`src/verilog/euc_map.vh`:
```
// Register map, field positions and timing counts of the execution unit
// control block. Assumes a 25 MHz core clock.
`ifndef EUC_MAP_VH
`define EUC_MAP_VH

// ----------------------------------------------------------------------
// Register indices (internal processor register numbers)
// ----------------------------------------------------------------------
`define EUC_ADDR_PATCH_STORE_CONTROL 8'h7c
`define EUC_ADDR_EXECUTION_UNIT_CONTROL 8'h7d

// ----------------------------------------------------------------------
// Patch store control fields
// ----------------------------------------------------------------------
`define EUC_PSC_REV_HI 28
`define EUC_PSC_REV_LO 24
`define EUC_PSC_NONSTD 23
`define EUC_PSC_DATA 12
`define EUC_PSC_SHIFT 11
`define EUC_PSC_COMMIT 10
`define EUC_PSC_OUT_ENB 9
`define EUC_PSC_PAR_DIS 8

// ----------------------------------------------------------------------
// Execution unit control fields
// ----------------------------------------------------------------------
`define EUC_ECR_MON_CLEAR 31
`define EUC_ECR_LFSR 22
`define EUC_ECR_EMUX_HI 21
`define EUC_ECR_EMUX_LO 19
`define EUC_ECR_PMUX_HI 18
`define EUC_ECR_PMUX_LO 17
`define EUC_ECR_MON_ENB 16
`define EUC_ECR_FTEST 13
`define EUC_ECR_TIMEOUT_CLOCK_BIT 6
`define EUC_ECR_TIMEOUT_SHORT_TEST 5
`define EUC_ECR_TO_OCC 4
`define EUC_ECR_ST4_BYP 3
`define EUC_ECR_TO_DIS 2
`define EUC_ECR_FENB 1

// ----------------------------------------------------------------------
// Reset values and geometry
// ----------------------------------------------------------------------
`define EUC_RESET_WORD 32'h00000000
`define EUC_CHAIN_LEN 64

// ----------------------------------------------------------------------
// Timing: printed times, clock rate, derived cycle counts
// ----------------------------------------------------------------------
`define EUC_CLK_HZ 25000000
`define EUC_TO_SHORT_US 50
`define EUC_TO_LONG_S 3
`define EUC_TO_SHORT_CYC ((`EUC_TO_SHORT_US * (`EUC_CLK_HZ / 1000000)))
`define EUC_TO_LONG_CYC ((`EUC_TO_LONG_S * `EUC_CLK_HZ))
`define EUC_TO_CNT_W 27

`endif

```
`src/verilog/euc_patch_chain.v`:
```
// Serial patch read/write chain with a committed copy for RAM/CAM.
// Assumes strobes are one-cycle pulses on the core clock.
`default_nettype none
`include "euc_map.vh"

module euc_patch_chain
(
  input wire i_clk, // Core clock
  input wire i_rst_n, // Synchronised reset, active low
  input wire i_shift, // Shift one bit in
  input wire i_data, // Bit to insert
  input wire i_commit, // Copy chain to patch store
  output reg [`EUC_CHAIN_LEN-1:0] o_chain, // Chain contents
  output reg [`EUC_CHAIN_LEN-1:0] o_store // Committed RAM/CAM image
);

  always @(posedge i_clk or negedge i_rst_n)
  begin
    if (!i_rst_n)
    begin
      o_chain <= {`EUC_CHAIN_LEN{1'b0}};
      o_store <= {`EUC_CHAIN_LEN{1'b0}};
    end
    else
    begin
      if (i_shift)
        o_chain <= {o_chain[`EUC_CHAIN_LEN-2:0], i_data};
      if (i_commit)
        o_store <= o_chain;
    end
  end

endmodule
`default_nettype wire

```
`src/verilog/euc_stall_timer.v`:
```
// Stage-three stall timeout base counter.
// Assumes the stall input is synchronous to the core clock.
`default_nettype none
`include "euc_map.vh"

module euc_stall_timer
#(
  parameter [`EUC_TO_CNT_W-1:0] LONG_CYC = `EUC_TO_LONG_CYC,
  parameter [`EUC_TO_CNT_W-1:0] SHORT_CYC = `EUC_TO_SHORT_CYC
)
(
  input wire i_clk, // Core clock
  input wire i_rst_n, // Synchronised reset, active low
  input wire i_stall, // Stage-three stall level
  input wire i_short, // Short test period
  input wire i_disable, // Timeouts off
  output reg o_expire, // One-cycle expiry pulse
  output wire o_top_bit // Period's top bit of the count
);

  reg [`EUC_TO_CNT_W-1:0] count;
  wire [`EUC_TO_CNT_W-1:0] limit;

  assign limit = i_short ? SHORT_CYC : LONG_CYC;
  // Half-period marker: high for the upper half of each period
  assign o_top_bit = (count >= (limit >> 1));

  always @(posedge i_clk or negedge i_rst_n)
  begin
    if (!i_rst_n)
    begin
      count <= {`EUC_TO_CNT_W{1'b0}};
      o_expire <= 1'b0;
    end
    else
    begin
      o_expire <= 1'b0;
      if (!i_stall || i_disable)
        count <= {`EUC_TO_CNT_W{1'b0}};
      else if (count >= limit - 1'b1)
      begin
        count <= {`EUC_TO_CNT_W{1'b0}};
        o_expire <= 1'b1;
      end
      else
        count <= count + 1'b1;
    end
  end

endmodule
`default_nettype wire

```
`src/verilog/euc_ctrl_regs.v`:
```
// Execution unit patch store control and execution unit control registers.
// Assumes a one-cycle processor register access port on the core clock.
// Operation
// - Chain data bit is stored on each write; a shift takes the data bit of its own write.
// - Shift strobe inserts the data bit and advances the chain one place.
// - Commit strobe copies the whole chain into patch RAM and CAM.
// - Output enable makes patched microwords override the ROM.
// - Parallel-port disable removes the port's load and shift control.
// - Nonstandard flag shows a non-standard patch was loaded.
// - Monitor clear resets the counters, carried out by microcode.
// - Shift-accumulator bit enables the monitor test accumulator.
// - Event select picks the execution-unit event counted.
// - Source select picks the unit whose events are counted.
// - Monitor enable is the storage of the architectural enable.
// - Float test bit passes data through stages unchanged.
// - Timeout clock bit shows the top bit of the base counter.
// - Test bit gives about 50 us period, otherwise about 3 s.
// - Timeout flag sets on expiry and clears on a write of one.
// - Stage-4 bypass bit enables float stage-4 bypass.
// - Reserved bit set to one disables stall timeouts.
// - Float enable bit enables the floating-point unit.
`default_nettype none
`include "euc_map.vh"

module euc_ctrl_regs
#(
  parameter [`EUC_TO_CNT_W-1:0] LONG_CYC = `EUC_TO_LONG_CYC
)
(
  input wire i_sys_clk, // Core clock, 25 MHz
  input wire i_rst_n, // Asynchronous reset, active low
  input wire i_ipr_wr, // Register write strobe
  input wire i_ipr_rd, // Register read strobe
  input wire [7:0] i_ipr_addr, // Register number
  input wire [31:0] i_ipr_wdata, // Write data
  output reg [31:0] o_ipr_rdata, // Read data, valid cycle after read
  output reg o_ipr_rvalid, // Read data valid pulse
  input wire i_arch_mon_wr, // Architectural monitor enable write
  input wire i_arch_mon_wdata, // Value for that write
  output wire o_arch_monitor_enable, // Architectural enable view
  input wire i_par_shift, // Parallel port shift request
  input wire i_par_data, // Parallel port data bit
  input wire i_par_commit, // Parallel port commit request
  output wire [`EUC_CHAIN_LEN-1:0] o_patch_store, // Committed patch image
  output reg o_patch_output_enable, // Patches override ROM
  output reg [4:0] o_patch_revision, // Installed patch revision
  output reg o_nonstandard_patch, // Nonstandard patch loaded
  output reg o_monitor_clear, // Counter clear request pulse
  output wire o_monitor_shift_accum_enable, // Monitor test accumulator
  output wire [2:0] o_exec_event_select, // Execution-unit event
  output wire [1:0] o_event_source_select, // Event source unit
  output wire o_monitor_enable, // Performance monitor on
  output wire o_float_test_enable, // Float test pass-through
  output wire o_float_stage4_bypass_enable, // Float stage-4 bypass
  output wire o_float_unit_enable, // Float unit on
  input wire i_stage_three_stall, // Stage-three stall level
  output wire o_timeout_expire // Stall timeout pulse
);

  // --------------------------------------------------------------------
  // Reset release
  // --------------------------------------------------------------------
  reg rst_meta;
  reg rst_sync;
  wire rst_n;

  always @(posedge i_sys_clk or negedge i_rst_n)
  begin
    if (!i_rst_n)
    begin
      rst_meta <= 1'b0;
      rst_sync <= 1'b0;
    end
    else
    begin
      rst_meta <= 1'b1;
      rst_sync <= rst_meta;
    end
  end

  assign rst_n = rst_sync;

  // --------------------------------------------------------------------
  // Decode
  // --------------------------------------------------------------------
  function hit;
    input [7:0] addr;
    input [7:0] target;
    begin
      hit = (addr == target);
    end
  endfunction

  wire wr_psc;
  wire wr_ecr;
  wire rd_ecr;

  assign wr_psc = i_ipr_wr & hit(i_ipr_addr, `EUC_ADDR_PATCH_STORE_CONTROL);
  assign wr_ecr = i_ipr_wr &
    hit(i_ipr_addr, `EUC_ADDR_EXECUTION_UNIT_CONTROL);
  assign rd_ecr = i_ipr_rd &
    hit(i_ipr_addr, `EUC_ADDR_EXECUTION_UNIT_CONTROL);

  // --------------------------------------------------------------------
  // Patch store control
  // --------------------------------------------------------------------
  reg chain_data_bit;
  reg parallel_port_disable;
  wire reg_shift;
  wire reg_commit;
  wire chain_shift;
  wire chain_in;
  wire chain_commit;

  assign reg_shift = wr_psc & i_ipr_wdata[`EUC_PSC_SHIFT];
  assign reg_commit = wr_psc & i_ipr_wdata[`EUC_PSC_COMMIT];
  // Parallel port loses its say once disabled
  assign chain_shift = reg_shift |
    (i_par_shift & ~parallel_port_disable);
  assign chain_commit = reg_commit |
    (i_par_commit & ~parallel_port_disable);
  // Same-write data bit is used so one write can load and shift
  assign chain_in = reg_shift ?
    (wr_psc ? i_ipr_wdata[`EUC_PSC_DATA] : chain_data_bit) :
    i_par_data;

  always @(posedge i_sys_clk or negedge rst_n)
  begin
    if (!rst_n)
    begin
      chain_data_bit <= 1'b0;
      parallel_port_disable <= 1'b0;
      o_patch_output_enable <= 1'b0;
      o_patch_revision <= 5'h00;
      o_nonstandard_patch <= 1'b0;
    end
    else if (wr_psc)
    begin
      chain_data_bit <= i_ipr_wdata[`EUC_PSC_DATA];
      if (i_ipr_wdata[`EUC_PSC_OUT_ENB])
        o_patch_output_enable <= 1'b1;
      if (i_ipr_wdata[`EUC_PSC_PAR_DIS])
        parallel_port_disable <= 1'b1;
      o_patch_revision <=
        i_ipr_wdata[`EUC_PSC_REV_HI:`EUC_PSC_REV_LO];
      o_nonstandard_patch <= i_ipr_wdata[`EUC_PSC_NONSTD];
    end
  end

  euc_patch_chain u_chain
  (
    .i_clk(i_sys_clk),
    .i_rst_n(rst_n),
    .i_shift(chain_shift),
    .i_data(chain_in),
    .i_commit(chain_commit),
    .o_chain(),
    .o_store(o_patch_store)
  );

  // --------------------------------------------------------------------
  // Execution unit control
  // --------------------------------------------------------------------
  reg mon_lfsr;
  reg [2:0] emux;
  reg [1:0] pmux;
  reg mon_enb;
  reg ftest;
  reg timeout_short_test;
  reg to_occ;
  reg st4_byp;
  reg to_dis;
  reg fenb;
  wire expire;
  wire timeout_clock_bit;

  always @(posedge i_sys_clk or negedge rst_n)
  begin
    if (!rst_n)
    begin
      mon_lfsr <= 1'b0;
      emux <= 3'h0;
      pmux <= 2'h0;
      mon_enb <= 1'b0;
      ftest <= 1'b0;
      timeout_short_test <= 1'b0;
      st4_byp <= 1'b0;
      to_dis <= 1'b0;
      fenb <= 1'b0;
      o_monitor_clear <= 1'b0;
    end
    else
    begin
      o_monitor_clear <= wr_ecr & i_ipr_wdata[`EUC_ECR_MON_CLEAR];
      if (wr_ecr)
      begin
        mon_lfsr <= i_ipr_wdata[`EUC_ECR_LFSR];
        emux <= i_ipr_wdata[`EUC_ECR_EMUX_HI:`EUC_ECR_EMUX_LO];
        pmux <= i_ipr_wdata[`EUC_ECR_PMUX_HI:`EUC_ECR_PMUX_LO];
        mon_enb <= i_ipr_wdata[`EUC_ECR_MON_ENB];
        ftest <= i_ipr_wdata[`EUC_ECR_FTEST];
        timeout_short_test <= i_ipr_wdata[`EUC_ECR_TIMEOUT_SHORT_TEST];
        st4_byp <= i_ipr_wdata[`EUC_ECR_ST4_BYP];
        to_dis <= i_ipr_wdata[`EUC_ECR_TO_DIS];
        fenb <= i_ipr_wdata[`EUC_ECR_FENB];
      end
      else if (i_arch_mon_wr)
        mon_enb <= i_arch_mon_wdata;
    end
  end

  // Expiry wins over a same-cycle clear so no timeout is lost
  always @(posedge i_sys_clk or negedge rst_n)
  begin
    if (!rst_n)
      to_occ <= 1'b0;
    else if (expire)
      to_occ <= 1'b1;
    else if (wr_ecr & i_ipr_wdata[`EUC_ECR_TO_OCC])
      to_occ <= 1'b0;
  end

  euc_stall_timer #(.LONG_CYC(LONG_CYC)) u_timer
  (
    .i_clk(i_sys_clk),
    .i_rst_n(rst_n),
    .i_stall(i_stage_three_stall),
    .i_short(timeout_short_test),
    .i_disable(to_dis),
    .o_expire(expire),
    .o_top_bit(timeout_clock_bit)
  );

  assign o_timeout_expire = expire;
  assign o_arch_monitor_enable = mon_enb;
  assign o_monitor_enable = mon_enb;
  assign o_monitor_shift_accum_enable = mon_lfsr;
  assign o_exec_event_select = emux;
  assign o_event_source_select = pmux;
  assign o_float_test_enable = ftest;
  assign o_float_stage4_bypass_enable = st4_byp;
  assign o_float_unit_enable = fenb;

  // --------------------------------------------------------------------
  // Read port; patch store control is write-only and reads zero
  // --------------------------------------------------------------------
  reg [31:0] next_rdata;

  always @*
  begin
    next_rdata = 32'h00000000;
    if (rd_ecr)
    begin
      next_rdata[`EUC_ECR_LFSR] = mon_lfsr;
      next_rdata[`EUC_ECR_EMUX_HI:`EUC_ECR_EMUX_LO] = emux;
      next_rdata[`EUC_ECR_PMUX_HI:`EUC_ECR_PMUX_LO] = pmux;
      next_rdata[`EUC_ECR_MON_ENB] = mon_enb;
      next_rdata[`EUC_ECR_FTEST] = ftest;
      next_rdata[`EUC_ECR_TIMEOUT_CLOCK_BIT] = timeout_clock_bit;
      next_rdata[`EUC_ECR_TIMEOUT_SHORT_TEST] = timeout_short_test;
      next_rdata[`EUC_ECR_TO_OCC] = to_occ;
      next_rdata[`EUC_ECR_ST4_BYP] = st4_byp;
      next_rdata[`EUC_ECR_TO_DIS] = to_dis;
      next_rdata[`EUC_ECR_FENB] = fenb;
    end
  end

  always @(posedge i_sys_clk or negedge rst_n)
  begin
    if (!rst_n)
    begin
      o_ipr_rdata <= 32'h00000000;
      o_ipr_rvalid <= 1'b0;
    end
    else
    begin
      o_ipr_rdata <= next_rdata;
      o_ipr_rvalid <= i_ipr_rd;
    end
  end

endmodule
`default_nettype wire

```
`config.mk`:
```
export PLATFORM = sky130hd
export DESIGN_NAME = euc_ctrl_regs
export DESIGN_NICKNAME = d
export VERILOG_FILES = /design/src/verilog/euc_patch_chain.v /design/src/verilog/euc_stall_timer.v /design/src/verilog/euc_ctrl_regs.v
export VERILOG_INCLUDE_DIRS = /design/src /design/src/verilog
export SDC_FILE = /design/constraint.sdc
export NUM_CORES = 1
export LEC_CHECK = 0
export BUFFER_PORTS_ARGS = -buffer_cell sky130_fd_sc_hd__buf_4
export CAP_MARGIN = 5
export CORE_ASPECT_RATIO = 1.4
export CORE_MARGIN = 2
export CORE_UTILIZATION = 45
export DETAILED_ROUTE_END_ITERATION = 10
export GPL_ROUTABILITY_DRIVEN = 0
export PLACE_DENSITY_LB_ADDON = 0.05
export SLEW_MARGIN = 10
export SYNTH_ARGS = -nofsm -noshare
export SYNTH_HDL_FRONTEND = slang
export SYNTH_HIERARCHICAL = 1
export SYNTH_SLANG_ARGS = --single-unit
```
`constraint.sdc`:
```
create_clock -name i_sys_clk -period 8.88 [get_ports i_sys_clk]
set_input_delay 1.776 -clock i_sys_clk [delete_from_list [all_inputs] [get_ports i_sys_clk]]
set_output_delay 1.776 -clock i_sys_clk [all_outputs]
set_load 0.01 [all_outputs]
```
## Yosys cells after proc, flatten, opt, wreduce, memory -nomap -nowiden

Index checks and enable logic that the tools add are counted.

- Bits in registers: 196
- Input bits: 50
- Output and inout port bits: 117
- Logic and storage cells: 62

- Add/sub/neg operators: 2
- Order comparisons: 2
- Eq/ne operators: 2
- Multiplexer cells: 14
- Bitwise operators: 12
- Reduce and logical (&&, ||, !) cells: 6

Operator list:

| kind | count |
|---|---|
| 2-to-1 mux 27 bit | 3 |
| adder 27 x 1 -> 27 bit, second input constant | 1 |
| >= comparator 27 x 26 -> 1 bit | 1 |
| >= comparator 27 bit | 1 |
| subtractor 27 x 1 -> 27 bit, second input constant | 1 |
| equality test 8 x 7 -> 1 bit, second input constant | 2 |
| bitwise AND 1 bit | 9 |
| 2-to-1 mux 1 bit | 9 |
| 2-to-1 mux 7 bit | 1 |
| 2-to-1 mux 6 bit | 1 |
| AND reduction 2 bit | 2 |
| nonzero test 2 bit | 2 |
| OR 1 bit | 2 |
| logical NOT 1 bit | 1 |
| logical OR 1 bit | 1 |
| inverter 1 bit | 1 |

## Longest topological paths before layout

- Depth after elaboration: 5
- Gate-level depth with buffers: 8

## Modules after synthesis

Netlist, hierarchy kept.

Modules (own cells, without submodules):

| module | times used | cells each | area each (um2) | sequential area each (um2) |
|---|---|---|---|---|
| euc_patch_chain | 1 | 270 | 5,357.6 | 3,203.1 |
| euc_stall_timer | 1 | 221 | 2,024.4 | 700.7 |
| euc_ctrl_regs | 1 | 115 | 1,609.0 | 975.9 |

## Least setup slack after synthesis

Ideal clock, no wire load.

- Path type: input to register
- From: input port i_ipr_addr[1]
- To: register u_chain.o_store[10]
- Arrival time: 3.248 ns
- Required time: 8.755 ns
- Slack: 5.507 ns
- Stages on the path: 6
- Buffers on the path: 2
- Cells stage by stage: nand4b_4 nor4_4 a22o_1 buf_6 buf_12 mux2_4

- Longest elaborated chain between the ends: 4

Ends and longest elaborated chain:

| element | line | RTL |
|---|---|---|
| start, declared | euc_ctrl_regs.v:34 | `input wire [7:0] i_ipr_addr,` |
| equality test 8 x 7 -> 1 bit | euc_ctrl_regs.v:90 | `hit = (addr == target);` |
| bitwise AND 1 bit | euc_ctrl_regs.v:98 | `` assign wr_psc = i_ipr_wr & hit(i_ipr_addr, `EUC_ADDR_PATCH_STORE_CONTROL); `` |
| bitwise AND 1 bit | euc_ctrl_regs.v:116 | `` assign reg_commit = wr_psc & i_ipr_wdata[`EUC_PSC_COMMIT]; `` |
| OR 1 bit | euc_ctrl_regs.v:120 | `assign chain_commit = reg_commit \|` |
| named net chain_commit | euc_ctrl_regs.v:113 | `wire chain_commit;` |
| end signal, assigned | euc_patch_chain.v:22 | `` o_store <= {`EUC_CHAIN_LEN{1'b0}}; `` |
| end signal, assigned | euc_patch_chain.v:29 | `o_store <= o_chain;` |
| end, declared | euc_patch_chain.v:14 | `` output reg [`EUC_CHAIN_LEN-1:0] o_store `` |

The timed path passes the listed nets, and every way through them passes these cells.
A chain may end at the register's enable or synchronous reset.

## Final worst setup path

- From: input port i_ipr_addr[7]
- To: register u_chain.o_store[1]

The elaborated chain is that of the path after synthesis.

==> Implementation_results.wiki <==
{| class="wikitable"
! Metric !! Value
|-
| Number of enable-type register cells in the synthesized netlist || 0
|-
| Cell mode on critical path || sky130_fd_sc_hd__buf_4
|-
| Worst Hold Class || reg2reg
|-
| CP max stage delay || ~0.71 ns
|-
| Worst vdd ir || 0.1240 mV
|-
| Sink Count || just under 200
|-
| Overflow after GRT || 0
|-
| Initial antenna violation count || 0
|-
| Global-route wire length before repair || between 20 and 30 mm
|-
| Part of the cycle the worst path needs || 45.52%
|-
| Inserted Clock Buffers || 17
|-
| Routed via count divided by cell count || 5.111
|-
| # IOs || approximately 170
|-
| Clk Tree Root Cell || sky130_fd_sc_hd__clkbuf_16
|-
| Min Tclk post-route || 4.042 ns
|-
| Number of H-tree branching levels || 4
|-
| Post-detailed-route count of antenna-violating nets || 0
|-
| Minimum setup slack among reg-to-reg paths || between 5 and 6 ns
|-
| Part of the power in combinational logic || 17.2%
|-
| Clock network fraction of design power || between 30% and 40%
|-
| Number of setup violations in the final report || 0
|-
| Total Routing Usage GR || between 10% and 20%
|-
| Total half-perimeter wirelength after legalization and detailed placement || 11.54 mm
|-
| Critical Path Start Type || input port
|-
| Primary flip-flop cell chosen by synthesis mapping || sky130_fd_sc_hd__dfrtp_1
|-
| Worst slew margin || about 25%
|-
| Hold-fix buffers, CTS || 0
|-
| Worst Setup SP || i_ipr_addr[7]
|-
| Cell area after synthesis || about 0.0090 mm^2
|-
| Cells on worst reg2reg path || 8
|-
| IO Port Bufs || about 140
|-
| Share of synthesized area occupied by flip-flops and latches || 54.27%
|-
| Clock Skew || around 0.0086 ns
|-
| Sw Pwr || roughly 610 uW
|-
| Relative contribution of sequential cells to total power || around half
|-
| Floorplan die height || approximately 170 um
|-
| Sequence of cells on the critical path || buf_4, nand3b_2, nor4_4, a22o_4, buf_4, mux2_2
|-
| Unrepaired setup endpoints after global routing || no
|-
| Setup TNS after final layout || 0 ns
|-
| Post-synthesis cell type with the largest combined area || sky130_fd_sc_hd__dfrtp_1
|-
| Number of nets at the end of the flow || 814
|-
| Number of violations of the max-capacitance limit || 0
|-
| Number of DRC markers after the initial detailed-route iteration || 300
|-
| Via count of the first global-routing pass || 5499
|-
| Final cell utilization of the core || roughly 54%
|-
| Die span in x || ~120 um
|-
| Site row count || slightly above 60
|-
| Area share of the largest cell type after synthesis || 54.27%
|-
| Starting density of the core || between 40% and 50%
|-
| Worst hold stages || 0
|-
| Largest fanout of any net on the critical path || between 40 and 50
|-
| Total inserted antenna cells || 0
|-
| DRC violations left || 0
|-
| Slowest cell on the critical path || sky130_fd_sc_hd__buf_4
|-
| Cell type group with the largest total delay on the critical path || simple AND/OR/NAND/NOR gates
|-
| Status || finished, final reports clean
|-
| Maximum frequency from static timing analysis || 0.2474 GHz
|-
| #FFs+latches synth || roughly 200
|-
| Mean instance size in the synthesized netlist || approximately 15 um^2
|-
| Standard cell core area || 0.01977 mm^2
|-
| Share of post-route cells with drive strength above 1 || 44.90%
|-
| Max-slew violations || 0
|-
| Arrival time at the worst endpoint || 4.36 ns
|-
| Power per standard cell area || between 200 and 250 mW/mm^2
|-
| Total stage count of the critical path || 6
|-
| Resized cells post-CTS || 0
|-
| Kind of end point of the critical path || register
|-
| Final hold violation count || 0
|-
| Mapped Cells || between 600 and 700
|-
| Relative area change from synthesis to final layout || 18.10%
|-
| Required time reported for the critical path endpoint || approximately 9.2 ns
|-
| WL per Instance || between 15 and 20 um
|-
| Leak || approximately 0.0054 uW
|-
| Actual slew at the worst max-slew pin || 1.118 ns
|-
| Launching point of the worst reg2reg path || timeout_short_test$_DFFE_PN0P_
|-
| Post-synthesis cell type count || between 50 and 60
|-
| Total internal power || between 1500 and 2000 uW
|-
| Buffers and inverters on the worst path || 2
|-
| Clk buf depth || 2
|-
| Switching Fraction || 26.94%
|-
| Clock transition at the register clock pins on the worst setup and hold paths after CTS || roughly 0.070 ns
|-
| Total Die Area || about 0.021 mm^2
|-
| Count of buffers added by post-CTS timing repair for setup || 0
|-
| Total number of vias || between 5000 and 6000
|-
| Ranking of synthesized cells by area || sky130_fd_sc_hd__dfrtp_1 54%, sky130_fd_sc_hd__mux2_4 20%, sky130_fd_sc_hd__mux2_2 3.5%
|-
| Proportion of register bits with asynchronous set or reset after synthesis || 100.0%
|-
| First-pass DRT Iterations || 6
|-
| Largest net degree at the start of global routing || 84
|-
| YS warnings || 6
|-
| Type of the setup path with the least slack || in2reg
|-
| TritonCTS clock tree || built
|-
| Insertion delay of the later-clocked pin in the worst-skew pair || about 0.43 ns
|-
| Post-Route WL || approximately 17 mm
|-
| Min-Delay Startpoint || rst_meta$_DFF_PN0_
|}
synthesized netlist by cell type, types with 12 or more instances:
cell type	count
sky130_fd_sc_hd__and2_1	15
sky130_fd_sc_hd__buf_12	12
sky130_fd_sc_hd__buf_4	21
sky130_fd_sc_hd__dfrtp_1	195
sky130_fd_sc_hd__ha_1	22
sky130_fd_sc_hd__inv_1	13
sky130_fd_sc_hd__mux2_2	28
sky130_fd_sc_hd__mux2_4	120
sky130_fd_sc_hd__nand2_1	16
sky130_fd_sc_hd__nor3_1	20
sky130_fd_sc_hd__nor4_1	27
sky130_fd_sc_hd__xnor2_1	19
layer usage:
metal	track usage, %	vias to the layer above	share of wire, %
met5	0	-	0
met4	6.818	0	1.8
met3	4.045	20	4.6
met2	27.88	126	51
met1	22.13	2610	43
li1	-	2391	-
per-stage QoR:
stage | cells | area, um^2 | hold WS, ns | worst slack [ns] | total power (uW)
floorplan | 623 | 9055 | 0.3312 | 3.044 | 1363
global placement | 975 | 10020 | 0.3386 | 4.366 | 1504
detailed placement | 975 | 10020 | 0.3537 | 4.307 | 1517
CTS | 1007 | 10620 | 0.3728 | 4.776 | 2289
global route | 1007 | 10620 | 0.3839 | 4.644 | 2371
finish | 1007 | 10620 | 0.3699 | 4.838 | 2259
worst paths after layout:
| kind | end |
|---|---|
| min in group asynchronous | u_chain/o_store[18]$_DFFE_PN0P_ |
| max in group asynchronous | u_chain/o_store[38]$_DFFE_PN0P_ |
| max | u_chain/o_store[1]$_DFFE_PN0P_ |
| max reg2reg | u_timer/count[14]$_DFF_PN0_ |
| min reg2reg | rst_n$_DFF_PN0_ |
| min | rst_n$_DFF_PN0_ |
flip-flops by register name, indices dropped and copies added (netlist names), 2 cells and up:
| register | cells |
|---|---|
| o_event_source_select | 2 |
| o_ipr_rdata | 14 |
| o_patch_revision | 5 |
| o_exec_event_select | 3 |
| u_chain/o_store | 64 |
| u_timer/count | 27 |
| u_chain/o_chain | 64 |
cells by family (layout without fill, tap and decap cells):
kind of cell | Yosys count | count (layout) | synth area share, %
AO/OA/AOI/OAI | 29 | 29 | 2.436
XOR/XNOR | 24 | 24 | 2.338
AND/OR/NAND/NOR | 126 | 126 | 8.461
multiplexers | 148 | 148 | 23.55
other | 2 | 19 | 0.08353
flip-flops | 195 | 195 | 54.27
adder cells (fa/ha/maj) | 22 | 22 | 3.061
buffers and inverters | 60 | 192 | 5.803
final cells by class:
type | count | area (um^2)
Tap cell | 252 | 315.3
Clock inverter | 14 | 158.9
Inverter | 13 | 48.80
Fill cell | 1685 | 9149
Multi-Input combinational cell | 368 | 3670
Timing Repair Buffer | 147 | 1104
Sequential cell | 195 | 4883
Clock buffer | 18 | 439.2
worst reg2reg max path: stages (launching register included):
cell and delay [ns]:
sky130_fd_sc_hd__dfrtp_1 0.80, sky130_fd_sc_hd__inv_1 0.23, sky130_fd_sc_hd__ha_1 0.38, sky130_fd_sc_hd__nand2b_1 0.15
sky130_fd_sc_hd__a21oi_1 0.10, sky130_fd_sc_hd__o311ai_0 0.24, sky130_fd_sc_hd__a2111oi_4 0.75, sky130_fd_sc_hd__buf_4 0.38
sky130_fd_sc_hd__nor4_1 0.10
cells in the final DEF (no fill, tap or decap), types with 2 or more instances in the layout:
| cell type | Yosys | final |
|---|---|---|
| sky130_fd_sc_hd__clkinv_4 | 0 | 3 |
| sky130_fd_sc_hd__a21oi_1 | 5 | 5 |
| sky130_fd_sc_hd__xnor2_1 | 19 | 19 |
| sky130_fd_sc_hd__and2_1 | 15 | 15 |
| sky130_fd_sc_hd__clkbuf_16 | 0 | 17 |
| sky130_fd_sc_hd__a21o_2 | 2 | 2 |
| sky130_fd_sc_hd__dfrtp_1 | 195 | 194 |
| sky130_fd_sc_hd__nor2_1 | 10 | 10 |
| sky130_fd_sc_hd__buf_4 | 21 | 147 |
| sky130_fd_sc_hd__nand4_1 | 3 | 3 |
| sky130_fd_sc_hd__inv_1 | 13 | 13 |
| sky130_fd_sc_hd__or3_1 | 5 | 5 |
| sky130_fd_sc_hd__mux2_2 | 28 | 28 |
| sky130_fd_sc_hd__conb_1 | 2 | 19 |
| sky130_fd_sc_hd__or4_1 | 3 | 3 |
| sky130_fd_sc_hd__nor4_1 | 27 | 27 |
| sky130_fd_sc_hd__nor2b_1 | 2 | 2 |
| sky130_fd_sc_hd__clkinv_8 | 0 | 3 |
| sky130_fd_sc_hd__a21o_1 | 3 | 2 |
| sky130_fd_sc_hd__nand2b_1 | 2 | 2 |
| sky130_fd_sc_hd__xor2_1 | 5 | 5 |
| sky130_fd_sc_hd__o21a_1 | 3 | 3 |
| sky130_fd_sc_hd__inv_8 | 0 | 3 |
| sky130_fd_sc_hd__inv_6 | 0 | 3 |
| sky130_fd_sc_hd__nand2_1 | 16 | 16 |
| sky130_fd_sc_hd__ha_1 | 22 | 22 |
| sky130_fd_sc_hd__nand3_1 | 10 | 10 |
| sky130_fd_sc_hd__mux2_4 | 120 | 120 |
| sky130_fd_sc_hd__o21ai_0 | 6 | 6 |
| sky130_fd_sc_hd__a221oi_1 | 2 | 2 |
| sky130_fd_sc_hd__nor3_1 | 20 | 20 |
power groups by stage:
stage                     Sequential [uW]  Clock [uW]  Combinational [uW]
after global routing                 1120         829                 417
after global placement               1120           0                 388
final                                1100         767                 388
after floorplan                      1130           0                 230
after detailed placement             1120           0                 394
after CTS                            1110         788                 394
(Power assumes the default switching activity.)
